`config.mk`:
```
export PLATFORM = sky130hd
export DESIGN_NAME = tsc_core
export DESIGN_NICKNAME = d
export VERILOG_FILES = /design/src/hw/tsc_core.v /design/src/hw/tsc_fifo.v
export VERILOG_INCLUDE_DIRS = /design/src /design/src/hw
export SDC_FILE = /design/constraint.sdc
export NUM_CORES = 1
export LEC_CHECK = 0
export BUFFER_PORTS_ARGS = -buffer_cell sky130_fd_sc_hd__buf_2
export CORE_UTILIZATION = 25
export CTS_CLUSTER_DIAMETER = 80
export DETAILED_ROUTE_END_ITERATION = 8
export PLACE_DENSITY = 0.5
export SETUP_SLACK_MARGIN = 0.3
export SYNTH_ARGS = -nofsm -noshare
export SYNTH_HDL_FRONTEND = slang
export SYNTH_SLANG_ARGS = --single-unit
```
`constraint.sdc`:
```
create_clock -name CLK -period 4.5 [get_ports CLK]
set_input_delay 0.225 -clock CLK [delete_from_list [all_inputs] [get_ports CLK]]
set_output_delay 0.225 -clock CLK [all_outputs]
set_load 0.02 [all_outputs]
```
`src/hw/tsc_regs.vh`:
```
// Constants of the thermometer scratchpad, identity code and single-wire slave
`ifndef TSC_REGS_VH
`define TSC_REGS_VH

// Scratchpad byte offsets
`define SP_TEMP_LO 4'h0
`define SP_TEMP_HI 4'h1
`define SP_UPPER_ALARM 4'h2
`define SP_LOWER_ALARM 4'h3
`define SP_CONFIG 4'h4
`define SP_CHECKSUM 4'h8

// Configuration byte layout
`define CFG_RES_HI 6
`define CFG_RES_LO 5
`define CFG_FIXED_TOP 1'h0
`define CFG_FIXED_LOW 5'h1f

// Reset and default values
`define TEMP_POR 16'h0550
`define NV_UPPER_DEF 8'h00
`define NV_LOWER_DEF 8'h00
`define NV_RES_DEF 2'h3
`define SP_RESERVED 24'h000000

// CRC-8, x^8+x^5+x^4+1 shifted LSB first
`define CRC_POLY_REV 8'h8c
`define CRC_INIT 8'h00
`define ID_BITS 7'h40
`define ID_DATA_BITS 7'h38
`define SP_BITS 7'h48
`define SP_DATA_BITS 7'h40

// Command codes
`define CMD_SKIP 8'hcc
`define CMD_READ_ID 8'h33
`define CMD_CONVERT 8'h44
`define CMD_WRITE_SP 8'h4e
`define CMD_READ_SP 8'hbe
`define CMD_STORE 8'h48
`define CMD_RELOAD 8'hb8
`define CMD_SUPPLY 8'hb4

// Timing, in the unit named; sized to the 24-bit cycle counters so products stay 24 bits
`define CLK_MHZ 24'h0000fa
`define US_PER_MS 24'h0003e8
`define T_SLOT_US 24'h00001e
`define T_RESET_US 24'h0001e0
`define T_PRES_WAIT_US 24'h00001e
`define T_PRES_LEN_US 24'h000078
`define T_NVWR_MS 24'h00000a
`define T_RELOAD_US 24'h000002

`endif

```
`src/hw/tsc_core.v`:
```
// Single-wire thermometer slave: scratchpad, nonvolatile copy, identity code and CRC
// How it works
// - Supply query after skip: parasite device pulls read slot low, else releases.
// - Identity: family byte low, 48-bit serial, top byte CRC of 56 bits.
// - Bytes 0 and 1 show temperature result and ignore writes.
// - Bytes 2-4 hold alarm limits and config; bytes 5-7 are write protected.
// - Byte 8 is read-only CRC over bytes 0 to 7.
// - Scratchpad write fills bytes 2, 3, 4 starting at bit 0 of byte 2.
// - Scratchpad read sends from bit 0 of byte 0 onward in order.
// - Store copies alarm limits and config into nonvolatile storage.
// - At power-up nonvolatile values load into the scratchpad.
// - Reload refills scratchpad; read slots show 0 while busy, 1 when done.
// - Config bits 6:5 pick 9 to 12 bit resolution, default 12.
// - Config bit 7 reads 0, bits 4:0 read 1, writes never change them.
// - CRCs use x^8+x^5+x^4+1, start at zero, LSB first.
// - A CRC mismatch never blocks or aborts any command.
// - Scratchpad CRC follows every change of scratchpad contents.
// - Every byte travels least significant bit first.
// - Bus low longer than 480 us resets the slave.
// - Bus idles high; idle periods of any length are tolerated.
// - Temperature bytes hold +85 degrees until first conversion.
`timescale 1ns/1ps
`include "tsc_regs.vh"
module tsc_core #(
  parameter [7:0] FAMILY_CODE = 8'h5a,    // Arbitrary value
  parameter [47:0] SERIAL = 48'h0123456789ab, // Arbitrary value
  parameter [23:0] SLOT_CYC = `T_SLOT_US * `CLK_MHZ,
  parameter [23:0] RESET_CYC = `T_RESET_US * `CLK_MHZ,
  parameter [23:0] PWAIT_CYC = `T_PRES_WAIT_US * `CLK_MHZ,
  parameter [23:0] PRES_CYC = `T_PRES_LEN_US * `CLK_MHZ,
  parameter [23:0] NVWR_CYC = `T_NVWR_MS * `US_PER_MS * `CLK_MHZ,
  parameter [23:0] RELOAD_CYC = `T_RELOAD_US * `CLK_MHZ,
  parameter FIFO_DEPTH = 32
) (
  // Clock, reset, enable
  input wire CLK,
  input wire RST_B,
  input wire CE,
  // Data line, open drain
  input wire DQ_IN,
  output reg DQ_OUT,
  output reg DQ_OE,
  // Supply sense pin, high when supply pin is grounded
  input wire SUPPLY_PARASITE,
  // Sensor core
  input wire TEMP_DONE,
  input wire [15:0] TEMP_DATA,
  output reg CONV_START,
  output reg [1:0] CONV_RES
);
  localparam [2:0] B_IDLE = 3'h0, B_LOW = 3'h1, B_HIGHW = 3'h2;
  localparam [2:0] B_PWAIT = 3'h3, B_PRES = 3'h4;
  localparam [2:0] H_ROM = 3'h0, H_FUNC = 3'h1, H_WR = 3'h2, H_TX = 3'h3, H_HOLD = 3'h4;
  localparam [1:0] K_ROM = 2'h0, K_SP = 2'h1, K_CONV = 2'h2, K_STAT = 2'h3;

  // Synchronisers and bit engine
  reg dq_m, dq_s, dq_prev, par_m, parasite;
  reg [2:0] b_st;
  reg [23:0] b_cnt;
  reg rst_seen, bus_rst, rx_pend;
  reg [7:0] rx_sr, rx_byte;
  reg [2:0] rx_cnt;
  reg [6:0] bit_idx;

  // Command handler and storage
  reg [2:0] h_st;
  reg [1:0] kind, res, nv_res;
  reg [3:0] wr_off;
  reg [15:0] temp;
  reg [7:0] upper, lower, nv_upper, nv_lower;
  reg boot, conv_busy, nv_busy, nv_store, ask_supply;
  reg [23:0] nv_cnt;

  wire fifo_ready, cmd_valid, cmd_take, tx_mode, fall;
  wire [7:0] cmd, cfg_byte, sp_crc, id_crc;
  wire [63:0] sp_data, id_code;
  wire [71:0] sp_vec;
  reg tx_bit;

  function [7:0] crc8;
    input [63:0] d;
    input [6:0] n;
    integer i;
    reg [7:0] c;
    reg fb;
    begin
      c = `CRC_INIT;
      for (i = 0; i < 64; i = i + 1)
      begin
        fb = c[0] ^ d[i];
        if (i < n)
          c = fb ? ((c >> 1) ^ `CRC_POLY_REV) : (c >> 1);
      end
      crc8 = c;
    end
  endfunction

  assign cfg_byte = {`CFG_FIXED_TOP, res, `CFG_FIXED_LOW};
  assign sp_data = {`SP_RESERVED, cfg_byte, lower, upper, temp};
  assign sp_crc = crc8(sp_data, `SP_DATA_BITS);
  assign sp_vec = {sp_crc, sp_data};
  assign id_crc = crc8({8'h00, SERIAL, FAMILY_CODE}, `ID_DATA_BITS);
  assign id_code = {id_crc, SERIAL, FAMILY_CODE};
  assign tx_mode = (h_st == H_TX);
  assign fall = dq_prev && !dq_s;
  // Handler stalls while nonvolatile work runs, so received bytes back up in the FIFO
  assign cmd_take = cmd_valid && !nv_busy;

  always @*
  begin
    case (kind)
      K_ROM: tx_bit = (bit_idx < `ID_BITS) ? id_code[bit_idx[5:0]] : 1'b1;
      K_SP: tx_bit = (bit_idx < `SP_BITS) ? sp_vec[bit_idx] : 1'b1;
      K_CONV: tx_bit = !conv_busy;
      // Store and reload answer 1 when done whatever the supply; only the query reports it
      default: tx_bit = nv_busy ? 1'b0 : !(ask_supply && parasite);
    endcase
  end

  tsc_fifo #(.W(8), .DEPTH(FIFO_DEPTH), .AW(5)) u_rx_fifo (
    .clk(CLK), .rst_b(RST_B),
    .en(CE), .flush(bus_rst),
    .in_valid(rx_pend), .in_ready(fifo_ready),
    .in_data(rx_byte), .out_valid(cmd_valid),
    .out_ready(cmd_take), .out_data(cmd)
  );

  // Slot engine and pin synchronisers; the idle and high-wait states never time out, slot and presence-wait counts still end with the line high
  always @(posedge CLK or negedge RST_B)
  begin
    if (!RST_B)
    begin
      dq_m <= 1'b1;
      dq_s <= 1'b1;
      dq_prev <= 1'b1;
      par_m <= 1'b0;
      parasite <= 1'b0;
      b_st <= B_IDLE;
      b_cnt <= 24'h000000;
      rst_seen <= 1'b0;
      bus_rst <= 1'b0;
      rx_sr <= 8'h00;
      rx_cnt <= 3'h0;
      rx_pend <= 1'b0;
      rx_byte <= 8'h00;
      bit_idx <= 7'h00;
      DQ_OUT <= 1'b0;
      DQ_OE <= 1'b0;
    end
    else if (CE)
    begin
      dq_m <= DQ_IN;
      dq_s <= dq_m;
      dq_prev <= dq_s;
      par_m <= SUPPLY_PARASITE;
      parasite <= par_m;
      DQ_OUT <= 1'b0;
      bus_rst <= 1'b0;
      if (rx_pend && fifo_ready)
        rx_pend <= 1'b0;
      if (!tx_mode)
        bit_idx <= 7'h00;
      case (b_st)
        B_IDLE:
        begin
          b_cnt <= 24'h000000;
          if (fall)
          begin
            b_st <= B_LOW;
            DQ_OE <= tx_mode && !tx_bit;
          end
        end
        B_LOW:
        begin
          b_cnt <= b_cnt + 24'h000001;
          if (b_cnt == SLOT_CYC)
          begin
            DQ_OE <= 1'b0;
            b_st <= B_HIGHW;
            if (tx_mode)
              bit_idx <= bit_idx + 7'h01;
            else
            begin
              rx_sr <= {dq_s, rx_sr[7:1]};
              rx_cnt <= rx_cnt + 3'h1;
              if (rx_cnt == 3'h7)
              begin
                rx_pend <= 1'b1;
                rx_byte <= {dq_s, rx_sr[7:1]};
              end
            end
          end
        end
        B_HIGHW:
        begin
          b_cnt <= b_cnt + 24'h000001;
          if (dq_s)
          begin
            b_cnt <= 24'h000000;
            b_st <= rst_seen ? B_PWAIT : B_IDLE;
          end
          else if (b_cnt == RESET_CYC)
          begin
            rst_seen <= 1'b1;
            bus_rst <= 1'b1;
            rx_cnt <= 3'h0;
            rx_pend <= 1'b0;
          end
        end
        B_PWAIT:
        begin
          b_cnt <= b_cnt + 24'h000001;
          if (b_cnt == PWAIT_CYC)
          begin
            b_cnt <= 24'h000000;
            DQ_OE <= 1'b1;
            b_st <= B_PRES;
          end
        end
        B_PRES:
        begin
          b_cnt <= b_cnt + 24'h000001;
          if (b_cnt == PRES_CYC)
          begin
            DQ_OE <= 1'b0;
            rst_seen <= 1'b0;
            b_st <= B_HIGHW;
          end
        end
        default:
        begin
          DQ_OE <= 1'b0;
          b_st <= B_IDLE;
        end
      endcase
    end
  end

  // Command handler, scratchpad and nonvolatile copy; no CRC check gates any step
  always @(posedge CLK or negedge RST_B)
  begin
    if (!RST_B)
    begin
      h_st <= H_ROM;
      kind <= K_ROM;
      wr_off <= `SP_UPPER_ALARM;
      temp <= `TEMP_POR;
      upper <= `NV_UPPER_DEF;
      lower <= `NV_LOWER_DEF;
      res <= `NV_RES_DEF;
      nv_upper <= `NV_UPPER_DEF;
      nv_lower <= `NV_LOWER_DEF;
      nv_res <= `NV_RES_DEF;
      boot <= 1'b1;
      conv_busy <= 1'b0;
      nv_busy <= 1'b0;
      nv_store <= 1'b0;
      ask_supply <= 1'b0;
      nv_cnt <= 24'h000000;
      CONV_START <= 1'b0;
      CONV_RES <= `NV_RES_DEF;
    end
    else if (CE)
    begin
      CONV_START <= 1'b0;
      CONV_RES <= res;
      if (boot)
      begin
        boot <= 1'b0;
        upper <= nv_upper;
        lower <= nv_lower;
        res <= nv_res;
      end
      if (TEMP_DONE)
      begin
        temp <= TEMP_DATA;
        conv_busy <= 1'b0;
      end
      if (nv_busy)
      begin
        nv_cnt <= nv_cnt + 24'h000001;
        if (nv_cnt == (nv_store ? NVWR_CYC : RELOAD_CYC))
        begin
          nv_busy <= 1'b0;
          if (nv_store)
          begin
            nv_upper <= upper;
            nv_lower <= lower;
            nv_res <= res;
          end
          else
          begin
            upper <= nv_upper;
            lower <= nv_lower;
            res <= nv_res;
          end
        end
      end
      if (bus_rst)
        h_st <= H_ROM;
      else if (cmd_take)
      begin
        case (h_st)
          H_ROM:
          begin
            if (cmd == `CMD_SKIP)
              h_st <= H_FUNC;
            else if (cmd == `CMD_READ_ID)
            begin
              kind <= K_ROM;
              h_st <= H_TX;
            end
            else
              h_st <= H_HOLD;
          end
          H_FUNC:
          begin
            h_st <= H_TX;
            wr_off <= `SP_UPPER_ALARM;
            ask_supply <= (cmd == `CMD_SUPPLY);
            if (cmd == `CMD_CONVERT)
            begin
              kind <= K_CONV;
              CONV_START <= 1'b1;
              conv_busy <= 1'b1;
            end
            else if (cmd == `CMD_WRITE_SP)
              h_st <= H_WR;
            else if (cmd == `CMD_READ_SP)
              kind <= K_SP;
            else if (cmd == `CMD_STORE || cmd == `CMD_RELOAD)
            begin
              kind <= K_STAT;
              nv_busy <= 1'b1;
              nv_store <= (cmd == `CMD_STORE);
              nv_cnt <= 24'h000000;
            end
            else if (cmd == `CMD_SUPPLY)
              kind <= K_STAT;
            else
              h_st <= H_HOLD;
          end
          H_WR:
          begin
            wr_off <= wr_off + 4'h1;
            if (wr_off == `SP_UPPER_ALARM)
              upper <= cmd;
            else if (wr_off == `SP_LOWER_ALARM)
              lower <= cmd;
            else if (wr_off == `SP_CONFIG)
            begin
              res <= cmd[`CFG_RES_HI:`CFG_RES_LO];
              h_st <= H_HOLD;
            end
          end
          default:
            h_st <= h_st;
        endcase
      end
    end
  end
endmodule // tsc_core

```
`src/hw/tsc_fifo.v`:
```
// Synchronous flip-flop FIFO with valid/ready on both sides
`timescale 1ns/1ps
module tsc_fifo #(
  parameter W = 8,
  parameter DEPTH = 32,
  parameter AW = 5
) (
  // Clock and control
  input wire clk,
  input wire rst_b,
  input wire en,
  input wire flush,
  // Fill side
  input wire in_valid,
  output wire in_ready,
  input wire [W-1:0] in_data,
  // Drain side
  output wire out_valid,
  input wire out_ready,
  output wire [W-1:0] out_data
);
  reg [W-1:0] mem [0:DEPTH-1];
  reg [AW-1:0] wr_ptr;
  reg [AW-1:0] rd_ptr;
  reg [AW:0] count;
  wire push;
  wire pop;

  assign in_ready = (count != DEPTH[AW:0]);
  assign out_valid = (count != {(AW+1){1'b0}});
  assign out_data = mem[rd_ptr];
  assign push = in_valid && in_ready;
  assign pop = out_valid && out_ready;

  always @(posedge clk)
  begin
    if (en && push)
      mem[wr_ptr] <= in_data;
  end

  always @(posedge clk or negedge rst_b)
  begin
    if (!rst_b)
    begin
      wr_ptr <= {AW{1'b0}};
      rd_ptr <= {AW{1'b0}};
      count <= {(AW+1){1'b0}};
    end
    else if (en)
    begin
      if (flush)
      begin
        wr_ptr <= {AW{1'b0}};
        rd_ptr <= {AW{1'b0}};
        count <= {(AW+1){1'b0}};
      end
      else
      begin
        if (push)
          wr_ptr <= (wr_ptr == DEPTH[AW-1:0] - 1'b1) ? {AW{1'b0}} : wr_ptr + 1'b1;
        if (pop)
          rd_ptr <= (rd_ptr == DEPTH[AW-1:0] - 1'b1) ? {AW{1'b0}} : rd_ptr + 1'b1;
        if (push && !pop)
          count <= count + 1'b1;
        else if (pop && !push)
          count <= count - 1'b1;
      end
    end
  end
endmodule // tsc_fifo

```
==> flow_results.org <==
** Timing
- Of the available clock period, the critical path in the final layout requires 0.8655.
- For the finished layout, the period the worst path requires is slightly below 4 ns.
- The count of endpoints failing hold in the final timing report was 0.
- For the pin with the worst max-slew slack, the measured transition is 1.178 ns.
- Max Fclk :: around 260 MHz
- After routing, the total negative slack on setup checks comes to 0 ns.
- Final Max Slew Viols :: 0
- Final setup fails :: 0
- Clock Skew :: 0.02765 ns
- Tightest slew margin relative to the limit :: 0.2150
- Setup repair after global routing missed its margin :: no

** Synthesis
- Count of yosys warnings during synthesis :: 0
- Synthesis handed over a netlist of 1418 instances.
- Number of synthesized register bits :: 426
- In the synthesized netlist the async set-or-reset flop fraction comes to 0.3991.
- Flip-flop cell with the highest count after synthesis :: edfxtp_1
- Yosys mapped a number of flops with a built-in enable equal to 256.
- Average cell area after synthesis :: 14.13 um^2
- Number of distinct standard cells referenced by the synthesized netlist :: 73
- Part of the Yosys area used for sequential elements :: 0.5967
- Net Count, Synth :: 1467
- Mapped Area :: roughly 20000 um^2

** Floorplanning
- Site Rows :: 103
- The die is ~290 um tall.
- The region available for standard cell placement spans 79130 um^2.
- Die Outline Area :: 81310 um^2
- I/O pin count :: 27
- The initial utilization of the core area, before any placement, comes to 0.2533.
- The die is roughly 290 um wide.

** Place
- Half-perimeter wire length of the detailed placement result :: between 30000 and 40000 um
- Buffers placed on the I/O ports in this run total 25.
- Cell Area, Placed :: 21520 um^2
- Routability Congestion :: approximately 0.8

** Power
- Across the VDD grid, the largest voltage drop is around 1500 uV.
- Leakage power :: 9.162 nW
- Pwr/cell area :: 668.0 nW/um^2

** Final layout
- Summing all non-filler instances in the final layout gives an area of 23350 um^2.
- The area growth from synthesis to layout is 16.49%.
- Layout cells sized above 1 :: 0.2146
- Final nets :: 1536
- 0 antenna diodes ended up in the layout.

** Clocking
- Clk root buf :: clkbuf_16
- Inserted Clock Buffers :: 46
- Clock-pin slew was measured on the worst setup and hold paths at 0.06 ns.
- TritonCTS built the clock tree.
- Counting along the longest clock path gives a buffer depth of 3.
- The clock drives about 430 sinks.
- The clock tree synthesis step divided the H-tree into 2 levels.
- Clock latency on the worst-skew pair, taken at its later pin, is 0.57 ns.

** Worst setup path
- Largest fanout on the critical path :: 23
- Together, buffers and inverters on the worst path number 2.
- Measured in cells, the most critical reg-to-reg path has a length of 9.
- Setup crit start kind :: flip-flop
- Capture point of the worst path :: nv_store
- The worst setup path is captured at a flip-flop.
- Setup slack on the worst reg-to-reg path comes out at approximately 0.6 ns.
- Worst path arrival time :: 4.34 ns
- In this design, the stage delay of the slowest critical-path cell is 0.68 ns.
- In this run the critical register-to-register path is captured at nv_store.
- Cell chain of the critical path :: clkinv_1 > mux4_2 > mux2_2 > nand4b_1 > o21a_1 > or2_1 > nor4_4 > buf_4 > o21ai_0
- Counting buffers and inverters, the worst setup path is 9 cells deep.
- Critical Path Start :: u_rx_fifo.rd_ptr[2]
- The slowest stage of the critical path is the mux4_2 cell.
- Critical setup path kind :: flip-flop to flip-flop
- The worst register-to-register path begins at u_rx_fifo.rd_ptr[2].
- Data on the critical path is required at its endpoint by 4.94 ns.
- Cell family with the largest share of critical-path delay :: multiplexers

** GRT
- For this run, the total global-route usage over all layers was measured as 0.1178.
- The number of global-route vias before repair is ~12000.
- Initial antenna violation count :: 0
- Maximum number of pins on one net before global-route repair :: 73
- Remaining global-route overflow :: 0
- The first global-routing pass estimated 75100 um of wire.

** Drt
- The routed layout has 11940 vias.
- For this run, design rule violations remaining after detail routing come to 0.
- Wire length reported by the detailed router :: 47740 um
- WL per Instance :: ~19 um
- Antenna-violating nets left :: 0
- In the routed layout, each cell is associated on average with a via count of 4.639.
- The pre-antenna-repair detailed-routing pass consisted of 5 iterations.
- For this block, the initial DRC count from the detailed router was 915.

** Hold path
- Path type of the worst min-delay path :: primary input to asynchronous set/reset pin

** Run
- Max-cap violations in this run came to 0.

** Status
- The run finished with clean final reports.
## cells in the mapped netlist, types with 7 or more instances
master	count	area, um^2
nand3_1	28	140.1
nand4b_1	7	61.31
nand2_1	84	315.3
buf_1	7	26.28
a31oi_1	9	56.30
xor2_1	50	437.9
edfxtp_1	256	7687
o22ai_1	20	125.1
mux2_2	61	686.9
dfstp_2	15	394.1
buf_2	10	50.05
nor3_1	19	95.09
o21ai_0	62	310.3
dfrtp_1	155	3879
nor2b_1	11	68.82
xnor3_1	19	427.9
mux4_2	90	2027
xnor2_1	58	508.0
a21oi_1	52	260.3
o31ai_1	9	67.56
nor4_1	13	81.33
inv_1	33	123.9
xnor2_2	7	113.9
clkbuf_1	41	153.9
nand4_1	11	68.82
and3_1	10	62.56
nor2_1	144	540.5
ha_1	26	325.3
## metrics by stage
step / power (W) / worst slack, ns / std cells / hold slack, ns / utilization
global route: 0.01648 / 0.3209 / 2574 / 0.1256 / 0.2951
global placement: 0.01167 / 0.4983 / 2462 / 0.1490 / 0.2720
finish: 0.01560 / 0.6051 / 2574 / 0.1265 / 0.2951
CTS: 0.01572 / 0.4774 / 2566 / 0.1078 / 0.2942
floorplan: 0.01064 / 0.9612 / 1418 / -0.07059 / -
detailed placement: 0.01171 / 0.4693 / 2462 / 0.1554 / 0.2720
## power breakdown
part	total, W	internal, W	leakage (nW)	switching, W
Combinational	0.00715	0.00412	3.23	0.00304
Clock	0.00394	0.00238	0.759	0.00157
Sequential	0.00450	0.00425	5.18	0.000243
## routing by layer
metal / global-route usage / wire (um)
met5: 0 / 0
met4: 0.03048 / 901
met3: 0.01544 / 1868
met2: 0.1890 / 22380
met1: 0.1675 / 22590
## layout make-up
type | count | area [um^2]
tap | 1050 | 1314
sequential | 426 | 11970
fill | 7905 | 55780
clock inverter | 23 | 302.8
timing repair buffer | 81 | 649.4
inverter | 36 | 135.1
clock buffer | 62 | 1262
multi-input combinational | 896 | 7719
## worst min-delay path by stage
stage	from	end	slack, ns	cells past startpoint
after global placement	RST_B	temp[7]	0.15	1
after CTS	RST_B	upper[3]	0.11	2
after detailed placement	RST_B	temp[15]	0.16	1
after floorplan	RST_B	CONV_START	-0.07	0
final	RST_B	temp[13]	0.13	2
after global routing	RST_B	temp[11]	0.13	2
## kinds of logic (layout without fill, tap and decap cells)
logic type | Yosys count | count (layout) | synth area share
DFF | 426 | 426 | 0.5967
and+or+nand+nor | 378 | 378 | 0.09183
AOI/OAI and AO/OA | 198 | 198 | 0.05974
muxes | 155 | 155 | 0.1375
xor gates and xnor gates | 137 | 137 | 0.07784
buffers and inverters | 96 | 202 | 0.01898
adders and majority gates | 27 | 27 | 0.01723
other | 1 | 1 | 0.0001871
## sequential cells by signal (all words and copies together) (netlist names), 8 cells and up
signal and cells:
u_rx_fifo.mem 256, b_cnt 24, nv_cnt 24, temp 16, lower 8, nv_lower 8, nv_upper 8, rx_byte 8
upper 8
## cell usage in the layout, fill, tap and decap left out, types with 24 or more instances in the layout
master and n:
o21ai_0 62, mux4_2 90, edfxtp_1 256, mux2_2 61, a21oi_1 52, dfrtp_1 153, nor2_1 144, clkbuf_16 47
nand3_1 28, xor2_1 49, inv_1 33, ha_1 26, xnor2_1 58, nand2_1 84, buf_2 24, buf_4 33
## what timing repair did
| action | CTS | global route |
|---|---|---|
| hold buffers | 19 | 0 |
| setup buffers | 0 | 8 |
| gates resized for setup | 0 | 1 |
| endpoints found under the hold margin | 108 | 0 |
| setup endpoints to repair | 0 | 2 |
Power figures use the tool's default switching activity.
